## config.mk

```make
export PLATFORM = sky130hd
export DESIGN_NAME = twi_irq_ctrl
export DESIGN_NICKNAME = d
export VERILOG_FILES = /design/src/verilog/twi_pkg.sv /design/src/verilog/twi_irq_ctrl.sv
export SDC_FILE = /design/constraint.sdc
export NUM_CORES = 1
export LEC_CHECK = 0
export BUFFER_PORTS_ARGS = -buffer_cell sky130_fd_sc_hd__buf_2
export CORE_MARGIN = 4
export CORE_UTILIZATION = 25
export DETAILED_ROUTE_END_ITERATION = 12
export GPL_TIMING_DRIVEN = 1
export PLACE_DENSITY = 0.53
export REMOVE_ABC_BUFFERS = 1
export SLEW_MARGIN = 5
export SYNTH_ARGS = -nofsm -noshare
export SYNTH_HDL_FRONTEND = slang
export SYNTH_SLANG_ARGS = --single-unit
```

## constraint.sdc

```tcl
create_clock -name ref_clk_i -period 2.9 [get_ports ref_clk_i]
set_input_delay 0.29 -clock ref_clk_i [delete_from_list [all_inputs] [get_ports ref_clk_i]]
set_output_delay 0.29 -clock ref_clk_i [all_outputs]
set_load 0.02 [all_outputs]
```

## src/verilog/twi_pkg.sv

```systemverilog
package twi_pkg;

    // ==========================================
    // Register map (word aligned, byte offsets)
    localparam logic [7:0] ADDR_WAKE_EN       = 8'h00;
    localparam logic [7:0] ADDR_WAKE_EDGE     = 8'h04;
    localparam logic [7:0] ADDR_WAKE_PEND     = 8'h08;
    localparam logic [7:0] ADDR_CTRL          = 8'h0c;
    localparam logic [7:0] ADDR_STATUS        = 8'h10;

    // ==========================================
    // Control and status fields
    localparam int CTRL_GIE_BIT    = 0;
    localparam int CTRL_GROUP_BIT  = 1;
    localparam int STAT_TRAP_BIT   = 0;
    localparam int STAT_BOOT_BIT   = 1;
    localparam int STAT_INSVC_BIT  = 2;
    localparam int STAT_WAKEIRQ_BIT = 3;

    // ==========================================
    // Reset values
    localparam logic [7:0] RST_WAKE_EN   = 8'h00;
    localparam logic [7:0] RST_WAKE_EDGE = 8'h00;
    localparam logic [7:0] RST_WAKE_PEND = 8'h00;
    localparam logic [1:0] RST_CTRL      = 2'h0;

    // ==========================================
    // Opcodes, vectors, stack limits
    localparam logic [7:0]  OPC_TRAP       = 8'h00;
    localparam logic [7:0]  VEC_TRAP       = 8'hfe;
    localparam logic [7:0]  VEC_DEFAULT    = 8'he0;
    localparam logic [7:0]  VEC_WAKE       = 8'he2;
    localparam logic [7:0]  STACK_LIMIT    = 8'h6f;
    localparam logic [14:0] PC_OVERPOP     = 15'h7fff;

    localparam logic [1:0] RESP_OKAY   = 2'h0;
    localparam logic [1:0] RESP_SLVERR = 2'h2;

endpackage : twi_pkg

```

## src/verilog/twi_irq_ctrl.sv

```systemverilog
// The implementer's own choices: the placing of the registers and the AXI4-Lite register port.
`timescale 1ns/1ps

module twi_irq_ctrl #(
    parameter int PINS = 8
) (
    input  wire logic              ref_clk_i,
    input  wire logic              rst_i,
    input  wire logic              ce_i,
    // AXI4-Lite slave
    input  wire logic [7:0]        s_axi_awaddr,
    input  wire logic              s_axi_awvalid,
    output logic                   s_axi_awready,
    input  wire logic [31:0]       s_axi_wdata,
    input  wire logic [3:0]        s_axi_wstrb,
    input  wire logic              s_axi_wvalid,
    output logic                   s_axi_wready,
    output logic [1:0]             s_axi_bresp,
    output logic                   s_axi_bvalid,
    input  wire logic              s_axi_bready,
    input  wire logic [7:0]        s_axi_araddr,
    input  wire logic              s_axi_arvalid,
    output logic                   s_axi_arready,
    output logic [31:0]            s_axi_rdata,
    output logic [1:0]             s_axi_rresp,
    output logic                   s_axi_rvalid,
    input  wire logic              s_axi_rready,
    // Core side
    input  wire logic              ir_load_i,
    input  wire logic [7:0]        ir_opcode_i,
    input  wire logic [14:0]       ir_pc_i,
    input  wire logic              clear_trap_pending_instr_i,
    input  wire logic              vector_select_instr_i,
    input  wire logic              return_from_irq_instr_i,
    input  wire logic              stack_pop_i,
    input  wire logic [7:0]        stack_ptr_i,
    input  wire logic              boot_rom_exec_i,
    input  wire logic              halt_idle_i,
    input  wire logic [PINS-1:0]   wake_pin_i,
    output logic                   trap_take_o,
    output logic [14:0]            trap_push_addr_o,
    output logic                   pc_overpop_o,
    output logic [14:0]            pc_overpop_val_o,
    output logic                   wake_irq_o,
    output logic                   irq_take_o,
    output logic                   wake_resume_o,
    output logic [7:0]             vector_low_o,
    output logic                   in_service_o
);

    // ==========================================
    // State
    logic [PINS-1:0] wake_pin_enable_reg_r, wake_pin_enable_reg_nxt;
    logic [PINS-1:0] wake_edge_polarity_reg_r, wake_edge_polarity_reg_nxt;
    logic [PINS-1:0] wake_pin_pending_reg_r, wake_pin_pending_reg_nxt;
    logic [PINS-1:0] pin_prev_r, pin_prev_nxt;
    logic            global_irq_enable_r, global_irq_enable_nxt;
    logic            wake_port_group_enable_r, wake_port_group_enable_nxt;
    logic            trap_pending_flag_r, trap_pending_flag_nxt;
    logic            in_service_r, in_service_nxt;
    logic            overpop_r, overpop_nxt;
    logic [7:0]      vector_r, vector_nxt;
    logic            trap_take_r, trap_take_nxt;
    logic [14:0]     push_r, push_nxt;
    logic            irq_take_r, irq_take_nxt;
    logic            resume_r, resume_nxt;

    // Bus state
    logic            aw_have_r, aw_have_nxt;
    logic            w_have_r, w_have_nxt;
    logic [7:0]      aw_addr_r, aw_addr_nxt;
    logic [31:0]     w_data_r, w_data_nxt;
    logic            bvalid_r, bvalid_nxt;
    logic [1:0]      bresp_r, bresp_nxt;
    logic            rvalid_r, rvalid_nxt;
    logic [31:0]     rdata_r, rdata_nxt;
    logic [1:0]      rresp_r, rresp_nxt;

    logic [PINS-1:0] edge_hit;
    logic            trap_event;
    logic            wake_req;
    logic            do_write;
    logic            do_read;

    // ==========================================
    // Trap detection
    // Fetch of zero (also unprogrammed or overpopped memory) is the trap opcode
    assign trap_event = ir_load_i && (ir_opcode_i == twi_pkg::OPC_TRAP);

    // ==========================================
    // Wake edge detection
    genvar g;
    generate
        for (g = 0; g < PINS; g++) begin : g_edge
            // Polarity 1 selects falling edge, 0 rising
            assign edge_hit[g] = wake_edge_polarity_reg_r[g]
                               ? (pin_prev_r[g] && !wake_pin_i[g])
                               : (!pin_prev_r[g] && wake_pin_i[g]);
        end
    endgenerate

    assign wake_req = |(wake_pin_pending_reg_r & wake_pin_enable_reg_r)
                    && wake_port_group_enable_r && global_irq_enable_r;

    // ==========================================
    // Bus decode
    assign do_write = aw_have_r && w_have_r && !bvalid_r;
    assign do_read  = s_axi_arvalid && !rvalid_r;

    // ==========================================
    // Interrupt state next values
    always_comb begin
        wake_pin_enable_reg_nxt    = wake_pin_enable_reg_r;
        wake_edge_polarity_reg_nxt = wake_edge_polarity_reg_r;
        wake_pin_pending_reg_nxt   = wake_pin_pending_reg_r;
        global_irq_enable_nxt      = global_irq_enable_r;
        wake_port_group_enable_nxt = wake_port_group_enable_r;
        trap_pending_flag_nxt      = trap_pending_flag_r;
        in_service_nxt             = in_service_r;
        pin_prev_nxt               = wake_pin_i;
        overpop_nxt                = 1'b0;
        vector_nxt                 = vector_r;
        trap_take_nxt              = 1'b0;
        push_nxt                   = push_r;
        irq_take_nxt               = 1'b0;
        resume_nxt                 = 1'b0;

        // Software writes first so hardware events win
        if (do_write) begin
            unique case (aw_addr_r)
                twi_pkg::ADDR_WAKE_EN:   wake_pin_enable_reg_nxt = w_data_r[PINS-1:0];
                twi_pkg::ADDR_WAKE_EDGE: wake_edge_polarity_reg_nxt = w_data_r[PINS-1:0];
                // Write one to clear
                twi_pkg::ADDR_WAKE_PEND:
                    wake_pin_pending_reg_nxt = wake_pin_pending_reg_r & ~w_data_r[PINS-1:0];
                twi_pkg::ADDR_CTRL: begin
                    global_irq_enable_nxt      = w_data_r[twi_pkg::CTRL_GIE_BIT];
                    wake_port_group_enable_nxt = w_data_r[twi_pkg::CTRL_GROUP_BIT];
                end
                default: ;
            endcase
        end

        // Edges latch; while in boot ROM an already pending bit just stays set
        wake_pin_pending_reg_nxt = wake_pin_pending_reg_nxt | edge_hit;

        if (stack_pop_i && stack_ptr_i > twi_pkg::STACK_LIMIT) begin
            overpop_nxt = 1'b1;
        end

        if (clear_trap_pending_instr_i) begin
            trap_pending_flag_nxt = 1'b0;
        end
        if (trap_event) begin
            // Immediate, ignores all enables and may preempt any routine
            trap_pending_flag_nxt = 1'b1;
            trap_take_nxt         = 1'b1;
            push_nxt              = ir_pc_i;
            in_service_nxt        = 1'b1;
        end else if (wake_req && !trap_pending_flag_r && !in_service_r
                     && !boot_rom_exec_i && !halt_idle_i) begin
            // Global enable left as is by both paths
            irq_take_nxt   = 1'b1;
            in_service_nxt = 1'b1;
        end

        if (return_from_irq_instr_i) begin
            in_service_nxt = 1'b0;
        end

        // Halt exit: with wake interrupt disabled resume next instruction
        if (halt_idle_i && |(edge_hit & wake_pin_enable_reg_r)) begin
            resume_nxt = !(wake_port_group_enable_r && global_irq_enable_r);
        end

        if (vector_select_instr_i) begin
            if (trap_pending_flag_r) begin
                vector_nxt = twi_pkg::VEC_TRAP;
            end else if (wake_req) begin
                vector_nxt = twi_pkg::VEC_WAKE;
            end else begin
                vector_nxt = twi_pkg::VEC_DEFAULT;
            end
        end
    end

    // ==========================================
    // Bus next values
    always_comb begin
        aw_have_nxt = aw_have_r;
        w_have_nxt  = w_have_r;
        aw_addr_nxt = aw_addr_r;
        w_data_nxt  = w_data_r;
        bvalid_nxt  = bvalid_r;
        bresp_nxt   = bresp_r;
        rvalid_nxt  = rvalid_r;
        rdata_nxt   = rdata_r;
        rresp_nxt   = rresp_r;
        if (s_axi_awvalid && s_axi_awready) begin
            aw_have_nxt = 1'b1;
            aw_addr_nxt = s_axi_awaddr;
        end
        if (s_axi_wvalid && s_axi_wready) begin
            w_have_nxt = 1'b1;
            w_data_nxt = s_axi_wdata;
        end
        if (do_write) begin
            aw_have_nxt = 1'b0;
            w_have_nxt  = 1'b0;
            bvalid_nxt  = 1'b1;
            bresp_nxt   = (aw_addr_r <= twi_pkg::ADDR_CTRL && aw_addr_r[1:0] == 2'h0)
                        ? twi_pkg::RESP_OKAY : twi_pkg::RESP_SLVERR;
        end
        if (bvalid_r && s_axi_bready) begin
            bvalid_nxt = 1'b0;
        end
        if (rvalid_r && s_axi_rready) begin
            rvalid_nxt = 1'b0;
        end
        if (do_read) begin
            rvalid_nxt = 1'b1;
            rresp_nxt  = twi_pkg::RESP_OKAY;
            rdata_nxt  = 32'h0;
            unique case (s_axi_araddr)
                twi_pkg::ADDR_WAKE_EN:   rdata_nxt[PINS-1:0] = wake_pin_enable_reg_r;
                twi_pkg::ADDR_WAKE_EDGE: rdata_nxt[PINS-1:0] = wake_edge_polarity_reg_r;
                twi_pkg::ADDR_WAKE_PEND: rdata_nxt[PINS-1:0] = wake_pin_pending_reg_r;
                twi_pkg::ADDR_CTRL: begin
                    rdata_nxt[twi_pkg::CTRL_GIE_BIT]   = global_irq_enable_r;
                    rdata_nxt[twi_pkg::CTRL_GROUP_BIT] = wake_port_group_enable_r;
                end
                // Read-only view; the trap flag stays hidden from software
                twi_pkg::ADDR_STATUS: begin
                    rdata_nxt[twi_pkg::STAT_TRAP_BIT]    = 1'b0;
                    rdata_nxt[twi_pkg::STAT_BOOT_BIT]    = boot_rom_exec_i;
                    rdata_nxt[twi_pkg::STAT_INSVC_BIT]   = in_service_r;
                    rdata_nxt[twi_pkg::STAT_WAKEIRQ_BIT] = wake_req;
                end
                default: rresp_nxt = twi_pkg::RESP_SLVERR;
            endcase
        end
    end

    // ==========================================
    // Registers
    always_ff @(posedge ref_clk_i) begin
        if (rst_i) begin
            wake_pin_enable_reg_r    <= twi_pkg::RST_WAKE_EN;
            wake_edge_polarity_reg_r <= twi_pkg::RST_WAKE_EDGE;
            wake_pin_pending_reg_r   <= twi_pkg::RST_WAKE_PEND;
            pin_prev_r               <= wake_pin_i;
            global_irq_enable_r      <= twi_pkg::RST_CTRL[twi_pkg::CTRL_GIE_BIT];
            wake_port_group_enable_r <= twi_pkg::RST_CTRL[twi_pkg::CTRL_GROUP_BIT];
            trap_pending_flag_r      <= 1'b0;
            in_service_r             <= 1'b0;
            overpop_r                <= 1'b0;
            vector_r                 <= twi_pkg::VEC_DEFAULT;
            trap_take_r              <= 1'b0;
            push_r                   <= 15'h0;
            irq_take_r               <= 1'b0;
            resume_r                 <= 1'b0;
            aw_have_r                <= 1'b0;
            w_have_r                 <= 1'b0;
            aw_addr_r                <= 8'h0;
            w_data_r                 <= 32'h0;
            bvalid_r                 <= 1'b0;
            bresp_r                  <= 2'h0;
            rvalid_r                 <= 1'b0;
            rdata_r                  <= 32'h0;
            rresp_r                  <= 2'h0;
        end else if (ce_i) begin
            wake_pin_enable_reg_r    <= wake_pin_enable_reg_nxt;
            wake_edge_polarity_reg_r <= wake_edge_polarity_reg_nxt;
            wake_pin_pending_reg_r   <= wake_pin_pending_reg_nxt;
            pin_prev_r               <= pin_prev_nxt;
            global_irq_enable_r      <= global_irq_enable_nxt;
            wake_port_group_enable_r <= wake_port_group_enable_nxt;
            trap_pending_flag_r      <= trap_pending_flag_nxt;
            in_service_r             <= in_service_nxt;
            overpop_r                <= overpop_nxt;
            vector_r                 <= vector_nxt;
            trap_take_r              <= trap_take_nxt;
            push_r                   <= push_nxt;
            irq_take_r               <= irq_take_nxt;
            resume_r                 <= resume_nxt;
            aw_have_r                <= aw_have_nxt;
            w_have_r                 <= w_have_nxt;
            aw_addr_r                <= aw_addr_nxt;
            w_data_r                 <= w_data_nxt;
            bvalid_r                 <= bvalid_nxt;
            bresp_r                  <= bresp_nxt;
            rvalid_r                 <= rvalid_nxt;
            rdata_r                  <= rdata_nxt;
            rresp_r                  <= rresp_nxt;
        end
    end

    // ==========================================
    // Outputs
    assign s_axi_awready    = ce_i && !aw_have_r;
    assign s_axi_wready     = ce_i && !w_have_r;
    assign s_axi_bvalid     = bvalid_r;
    assign s_axi_bresp      = bresp_r;
    assign s_axi_arready    = ce_i && !rvalid_r;
    assign s_axi_rvalid     = rvalid_r;
    assign s_axi_rdata      = rdata_r;
    assign s_axi_rresp      = rresp_r;
    assign trap_take_o      = trap_take_r;
    assign trap_push_addr_o = push_r;
    assign pc_overpop_o     = overpop_r;
    assign pc_overpop_val_o = twi_pkg::PC_OVERPOP;
    assign wake_irq_o       = wake_req;
    assign irq_take_o       = irq_take_r;
    assign wake_resume_o    = resume_r;
    assign vector_low_o     = vector_r;
    assign in_service_o     = in_service_r;

    // ==========================================
    // Assertions
    property p_trap_set;
        @(posedge ref_clk_i) disable iff (rst_i)
        (ce_i && trap_event) |=> trap_pending_flag_r && trap_take_o;
    endproperty
    a_trap_set: assert property (p_trap_set) else $error("trap not set");

    property p_trap_clear;
        @(posedge ref_clk_i) disable iff (rst_i)
        (ce_i && clear_trap_pending_instr_i && !trap_event) |=> !trap_pending_flag_r;
    endproperty
    a_trap_clear: assert property (p_trap_clear) else $error("trap not cleared");

    property p_trap_hold;
        @(posedge ref_clk_i) disable iff (rst_i)
        (ce_i && trap_pending_flag_r && !clear_trap_pending_instr_i) |=> trap_pending_flag_r;
    endproperty
    a_trap_hold: assert property (p_trap_hold) else $error("trap flag lost");

    property p_inhibit;
        @(posedge ref_clk_i) disable iff (rst_i)
        trap_pending_flag_r |=> !irq_take_o;
    endproperty
    a_inhibit: assert property (p_inhibit) else $error("irq taken under trap");

    property p_vec_trap;
        @(posedge ref_clk_i) disable iff (rst_i)
        (ce_i && vector_select_instr_i && trap_pending_flag_r)
            |=> vector_low_o == twi_pkg::VEC_TRAP;
    endproperty
    a_vec_trap: assert property (p_vec_trap) else $error("bad trap vector");

    property p_push;
        @(posedge ref_clk_i) disable iff (rst_i)
        (ce_i && trap_event) |=> trap_push_addr_o == $past(ir_pc_i);
    endproperty
    a_push: assert property (p_push) else $error("bad push address");

    property p_boot;
        @(posedge ref_clk_i) disable iff (rst_i)
        (ce_i && boot_rom_exec_i) |=> !irq_take_o;
    endproperty
    a_boot: assert property (p_boot) else $error("irq in boot rom");

    property p_edge;
        @(posedge ref_clk_i) disable iff (rst_i)
        (ce_i && edge_hit[0]) |=> wake_pin_pending_reg_r[0];
    endproperty
    a_edge: assert property (p_edge) else $error("edge not latched");

    property p_req;
        @(posedge ref_clk_i) disable iff (rst_i)
        irq_take_o |-> $past(global_irq_enable_r && wake_port_group_enable_r);
    endproperty
    a_req: assert property (p_req) else $error("wake req ungated");

endmodule : twi_irq_ctrl

```

==> Yosys cells after proc, flatten, opt, wreduce, memory -nomap -nowiden <==
Cells that the tools add are included.
{ "classes": {"n_lt_le_gt_ge": 2, "n_eq_ne": 7, "mux": 37, "bitwise_logic": 5, "n_reduce_logical": 91} }
{ "op_table": {"columns": ["operator", "n"], "rows": [
  ["1-bit logical AND", 37],
  ["8-bit by 4-bit == test with 1-bit output, second input constant", 4],
  ["8-bit 2-to-1 mux", 4],
  ["1-bit 2-to-1 mux", 26],
  ["1-bit zero test", 25],
  ["8-bit bitwise AND", 3],
  ["8-bit zero test", 3],
  ["2-bit AND reduction", 12],
  ["8-bit by 3-bit == test with 1-bit output, second input constant", 2],
  ["8-bit OR reduction", 2],
  ["4-bit case mux with 3 select lines", 1],
  ["2-bit nonzero test", 6],
  ["2-bit case mux with 5 select lines", 1],
  ["3-bit AND reduction", 3],
  ["8-bit by 5-bit == test with 1-bit output, second input constant", 1],
  ["8-bit by 7-bit greater-than comparator with 1-bit output, second input constant", 1],
  ["8-bit by 4-bit <= comparator with 1-bit output, second input constant", 1],
  ["8-bit NOT", 1],
  ["8-bit OR", 1],
  ["2-bit case mux with 4 select lines", 1],
  ["2-bit 2-to-1 mux", 3],
  ["5-bit 2-to-1 mux", 1],
  ["5-bit OR reduction", 1],
  ["3-bit nonzero test", 1],
  ["2-bit zero test", 1]
]} }
{ "word_totals": {"regBits": 95, "inputBits": 106} }

==> Logic depth before layout (Yosys ltp) <==
{ "logic_depth": {"depth_word": 11, "depth_mapped": 7, "ltp_nobuf": 5} }

==> Least setup slack after synthesis <==
Ideal clock, no wire load.
{ "synth_path": {"kind": "register -> register", "startpoint": "reg bvalid_r (netlist: s_axi_bvalid)", "endpoint": "reg wake_pin_enable_reg_r[0]", "setup_time_ns": 0.128, "t_arrival_ns": 1.446, "required_time_ns": 2.772, "slack_ns": 1.326, "stages_incl_launch_ff": 7, "n_path_buf": 1, "period_less_slack_ns": 1.574, "path_cell_list": "dfxtp_1 and4b_2 and3_4 nor3b_2 buf_6 mux2i_1 nor2_1"} }
{ "synth_between": {"elab_chain_len": 3} }
{ "synth_lines": {"columns": ["item", "line_no", "source"], "rows": [
  ["start: declaration", "twi_irq_ctrl.sv:73", "logic bvalid_r, bvalid_nxt;"],
  ["start signal: assignment", "twi_irq_ctrl.sv:290", "bvalid_r <= bvalid_nxt;"],
  ["1-bit zero test", "twi_irq_ctrl.sv:107", "assign do_write = aw_have_r && w_have_r && !bvalid_r;"],
  ["1-bit logical AND", "twi_irq_ctrl.sv:107", null],
  ["3-bit AND reduction (no source line)", null, null],
  ["end signal: assignment", "twi_irq_ctrl.sv:248", "wake_pin_enable_reg_r <= twi_pkg::RST_WAKE_EN;"],
  ["end signal: assignment", "twi_irq_ctrl.sv:272", "wake_pin_enable_reg_r <= wake_pin_enable_reg_nxt;"],
  ["end: declaration", "twi_irq_ctrl.sv:53", "logic [PINS-1:0] wake_pin_enable_reg_r, wake_pin_enable_reg_nxt;"]
]} }
Every way passes these cells.
A chain may end at the register's enable or synchronous reset.

==> Worst setup path after layout <==
{ "layout_path": {"startpoint": "reg aw_addr_r[0]", "endpoint": "reg wake_edge_polarity_reg_r[7]"} }
{ "layout_between": {"elab_chain_len": 2} }
{ "layout_lines": {"columns": ["item", "line_no", "source"], "rows": [
  ["start: declaration", "twi_irq_ctrl.sv:71", "logic [7:0] aw_addr_r, aw_addr_nxt;"],
  ["start signal: assignment", "twi_irq_ctrl.sv:288", "aw_addr_r <= aw_addr_nxt;"],
  ["8-bit by 3-bit == test with 1-bit output", "twi_irq_ctrl.sv:130", "unique case (aw_addr_r)"],
  ["3-bit AND reduction (no source line)", null, null],
  ["end signal: assignment", "twi_irq_ctrl.sv:249", "wake_edge_polarity_reg_r <= twi_pkg::RST_WAKE_EDGE;"],
  ["end signal: assignment", "twi_irq_ctrl.sv:273", "wake_edge_polarity_reg_r <= wake_edge_polarity_reg_nxt;"],
  ["end: declaration", "twi_irq_ctrl.sv:54", "logic [PINS-1:0] wake_edge_polarity_reg_r, wake_edge_polarity_reg_nxt;"]
]} }
Every way passes these cells.

==> metrics <==
number of buffers created by CTS 9; global-route wire length before repair around 17000 µm; CTS Buffer Depth 2; Primary FF master, synth dfxtp_1; Worst Path Max Fanout 8; pin count of the biggest net entering global routing 55; Cell Pwr Density about 560 mW/mm²; final hold violations 0; vias in the first global route around 3500; global route total overflow 0; Async SR Flop Fraction 0%; mean post-synth cell area between 8 and 9 µm²; Clk pwr share 45.3%; Setup Buffers After CTS 0; Synth cell types slightly above 40; share of power burned in registers between 40% and 50%; H-tree depth 3; antenna viol nets, final 0; Synth Cell Area approximately 0.0041 mm²; Multi-input gate area around 0.0019 mm²; Post-synth EDFFs 8; initial antenna violation count 3; DP HPWL about 8400 µm; leakage power between 2 and 2.5 nW; area delta synth->final 21.64%; IO Port Bufs 113; P_sw between 0.6 and 0.7 mW; # hold bufs at CTS 0; fillcell total 1708; Avg WL per Cell about 14 µm; register area share after synthesis 44.88%; crit path DAT between 2000 and 2500 ps; unrepaired setup endpoints after global routing no; slew at the pin closest to its max-slew limit about 750 ps; Routability Congestion ~0.77; DIE WIDTH approximately 140 µm; final setup skew roughly 4.8 ps; Worst Path Required roughly 3100 ps; Vias around 3500; die height between 100 and 150 µm; share of layout cells above drive strength 1 about a quarter; I/O pins roughly 190; Initial Utilization approximately a quarter; achievable frequency approximately 0.53 GHz; CTS resizes 0; Pins Over Slew Limit 0; Clock Sinks 87; Post-Route WL about 11000 µm; Worst Hold Class input pin to register; # DRC 0; row cnt 46; critical path class register to register; Nets roughly 680; VDD IR max between 0.2 and 0.3 mV; Gate Count Post-Synth 480; min Tclk post-route 1872 ps; final setup fails 0; Slew headroom 49.79%; Worst setup EP type register; CP startpoint kind register; status complete, no violations; count of max-cap constraint violations 0; TritonCTS clock tree done; FF/Latch Area around 0.0018 mm²; Finished Cell Area roughly 0.0049 mm²; total of warnings raised by yosys 0; placed cell area ~0.0046 mm²; via-per-instance ratio about 4.4; Initial DRC Count approximately 150; FF+latch count, synth 87; internal power 2.113 mW; Global Route Usage Sum a little under an eighth; Worst-Skew Late Latency 340 ps; Setup TNS Final 0 ps; Tcrit/Tclk final between 60% and 70%; DRT Pass-1 Iters 5; CORE AREA 0.01589 mm²; sw frac roughly a quarter; clk root buf clkbuf_16; clk slew on worst S/H paths approximately 60 ps; Logic pwr share 9.1%; DIE AREA around 0.018 mm²
## layer usage
metal / track usage, % / vias up / wire, µm
li1: - / 1761 / -
met1: 14.31 / 1664 / 4746
met2: 20.49 / 103 / 5622
met3: 2.972 / 13 / 467
met4: 4.367 / 2 / 191
met5: 0 / - / 12
## per-stage QoR
| step | util, % | total power, mW | setup slack, ps | cells | hold WS, ps |
|---|---|---|---|---|---|
| 6_report | 31.08 | 2.784 | 1028 | 801 | 151.1 |
| 5_1_grt | 31.08 | 2.919 | 832.7 | 801 | 136.7 |
| 4_1_cts | 31.05 | 2.833 | 915.7 | 799 | 134.4 |
| 3_5_place_dp | 29.01 | 1.551 | 772.7 | 783 | 444.4 |
| 3_3_place_gp | 29.01 | 1.543 | 851.5 | 783 | 437.9 |
| 2_1_floorplan | - | 1.426 | 1054 | 451 | 359.1 |
## worst paths after layout
path / startpoint / depth (start not counted) / slack (ps) / endpoint
setup / recovery: aw_addr_r[0] / 5 / 1030 / wake_edge_polarity_reg_r[7]
hold / removal: wake_pin_i[0] / 1 / 150 / pin_prev_r[0]
setup reg to reg: aw_addr_r[0] / 5 / 1030 / wake_edge_polarity_reg_r[7]
hold reg to reg: trap_push_addr_o[1] / 2 / 450 / trap_push_addr_o[1]
## critical path, stage by stage, from the launching register on
cell and delay, ps:
dfxtp_1 320, nor4_1 320, and3_4 260, nand3b_1 460, mux2i_1 330, nor2_1 50
## synth_stat cells (4+ instances only)
library cell / n / area share [%]
nand2_1: 84 / 7.8
dfxtp_1: 79 / 39
a21oi_1: 56 / 6.9
buf_4: 48 / 8.9
nor2_1: 34 / 3.1
mux2i_1: 24 / 5.9
nand3_1: 22 / 2.7
o21ai_0: 21 / 2.6
clkbuf_1: 18 / 1.7
inv_1: 10 / 0.92
a22oi_1: 8 / 1.5
edfxtp_1: 8 / 5.9
nand2b_1: 7 / 1.1
nor3_1: 7 / 0.86
a22o_1: 4 / 0.86
buf_2: 4 / 0.49
nand3b_1: 4 / 0.74
nor2b_1: 4 / 0.62
o22ai_1: 4 / 0.62
## sequential cells by signal, summed over array words and instances, names as in the netlist, 2 cells and up
name                      cells
aw_addr_r                     8
vector_low_o                  2
s_axi_rdata                   8
wake_pin_pending_reg_r        8
wake_pin_enable_reg_r         8
pin_prev_r                    8
trap_push_addr_o             15
wake_edge_polarity_reg_r      8
w_data_r                      8
## final cells by class
type / instances / area share, %
multi-input cells: 354 / 38.29
inverters: 10 / 0.7603
clock buffers: 12 / 4.992
flip-flops and latches: 87 / 36.90
repair buffers: 116 / 11.91
well taps: 216 / 5.474
clock inverters: 4 / 1.571
diodes: 2 / 0.1014
## cell usage in the layout, fill, tap and decap left out, types with 8 or more instances in the layout
master	instances
clkbuf_16	9
nor2_1	34
buf_2	113
a21oi_1	56
mux2i_1	24
inv_1	10
a22oi_1	8
nand3_1	22
edfxtp_1	8
nand2_1	84
o21ai_0	21
conb_1	45
dfxtp_1	79
## kinds of logic (layout without fill, tap and decap cells)
| kind of cell | after synthesis | count (layout) | share of synthesized area [%] |
|---|---|---|---|
| and+or+nand+nor | 181 | 181 | 20.84 |
| AOI/OAI and AO/OA | 102 | 102 | 14.55 |
| DFF | 87 | 87 | 44.88 |
| buffers and inverters | 82 | 142 | 12.52 |
| muxes | 26 | 26 | 7.028 |
| other | 2 | 47 | 0.1850 |
## power groups by stage
| stage | registers (mW) | logic, mW | clock network, mW |
|---|---|---|---|
| final | 1.27 | 0.253 | 1.26 |
| after global routing | 1.28 | 0.281 | 1.36 |
| after CTS | 1.27 | 0.253 | 1.31 |
| after detailed placement | 1.30 | 0.253 | 0 |
| after global placement | 1.30 | 0.247 | 0 |
| after floorplan | 1.30 | 0.131 | 0 |
No activity file was read; power rests on OpenSTA's default activity.
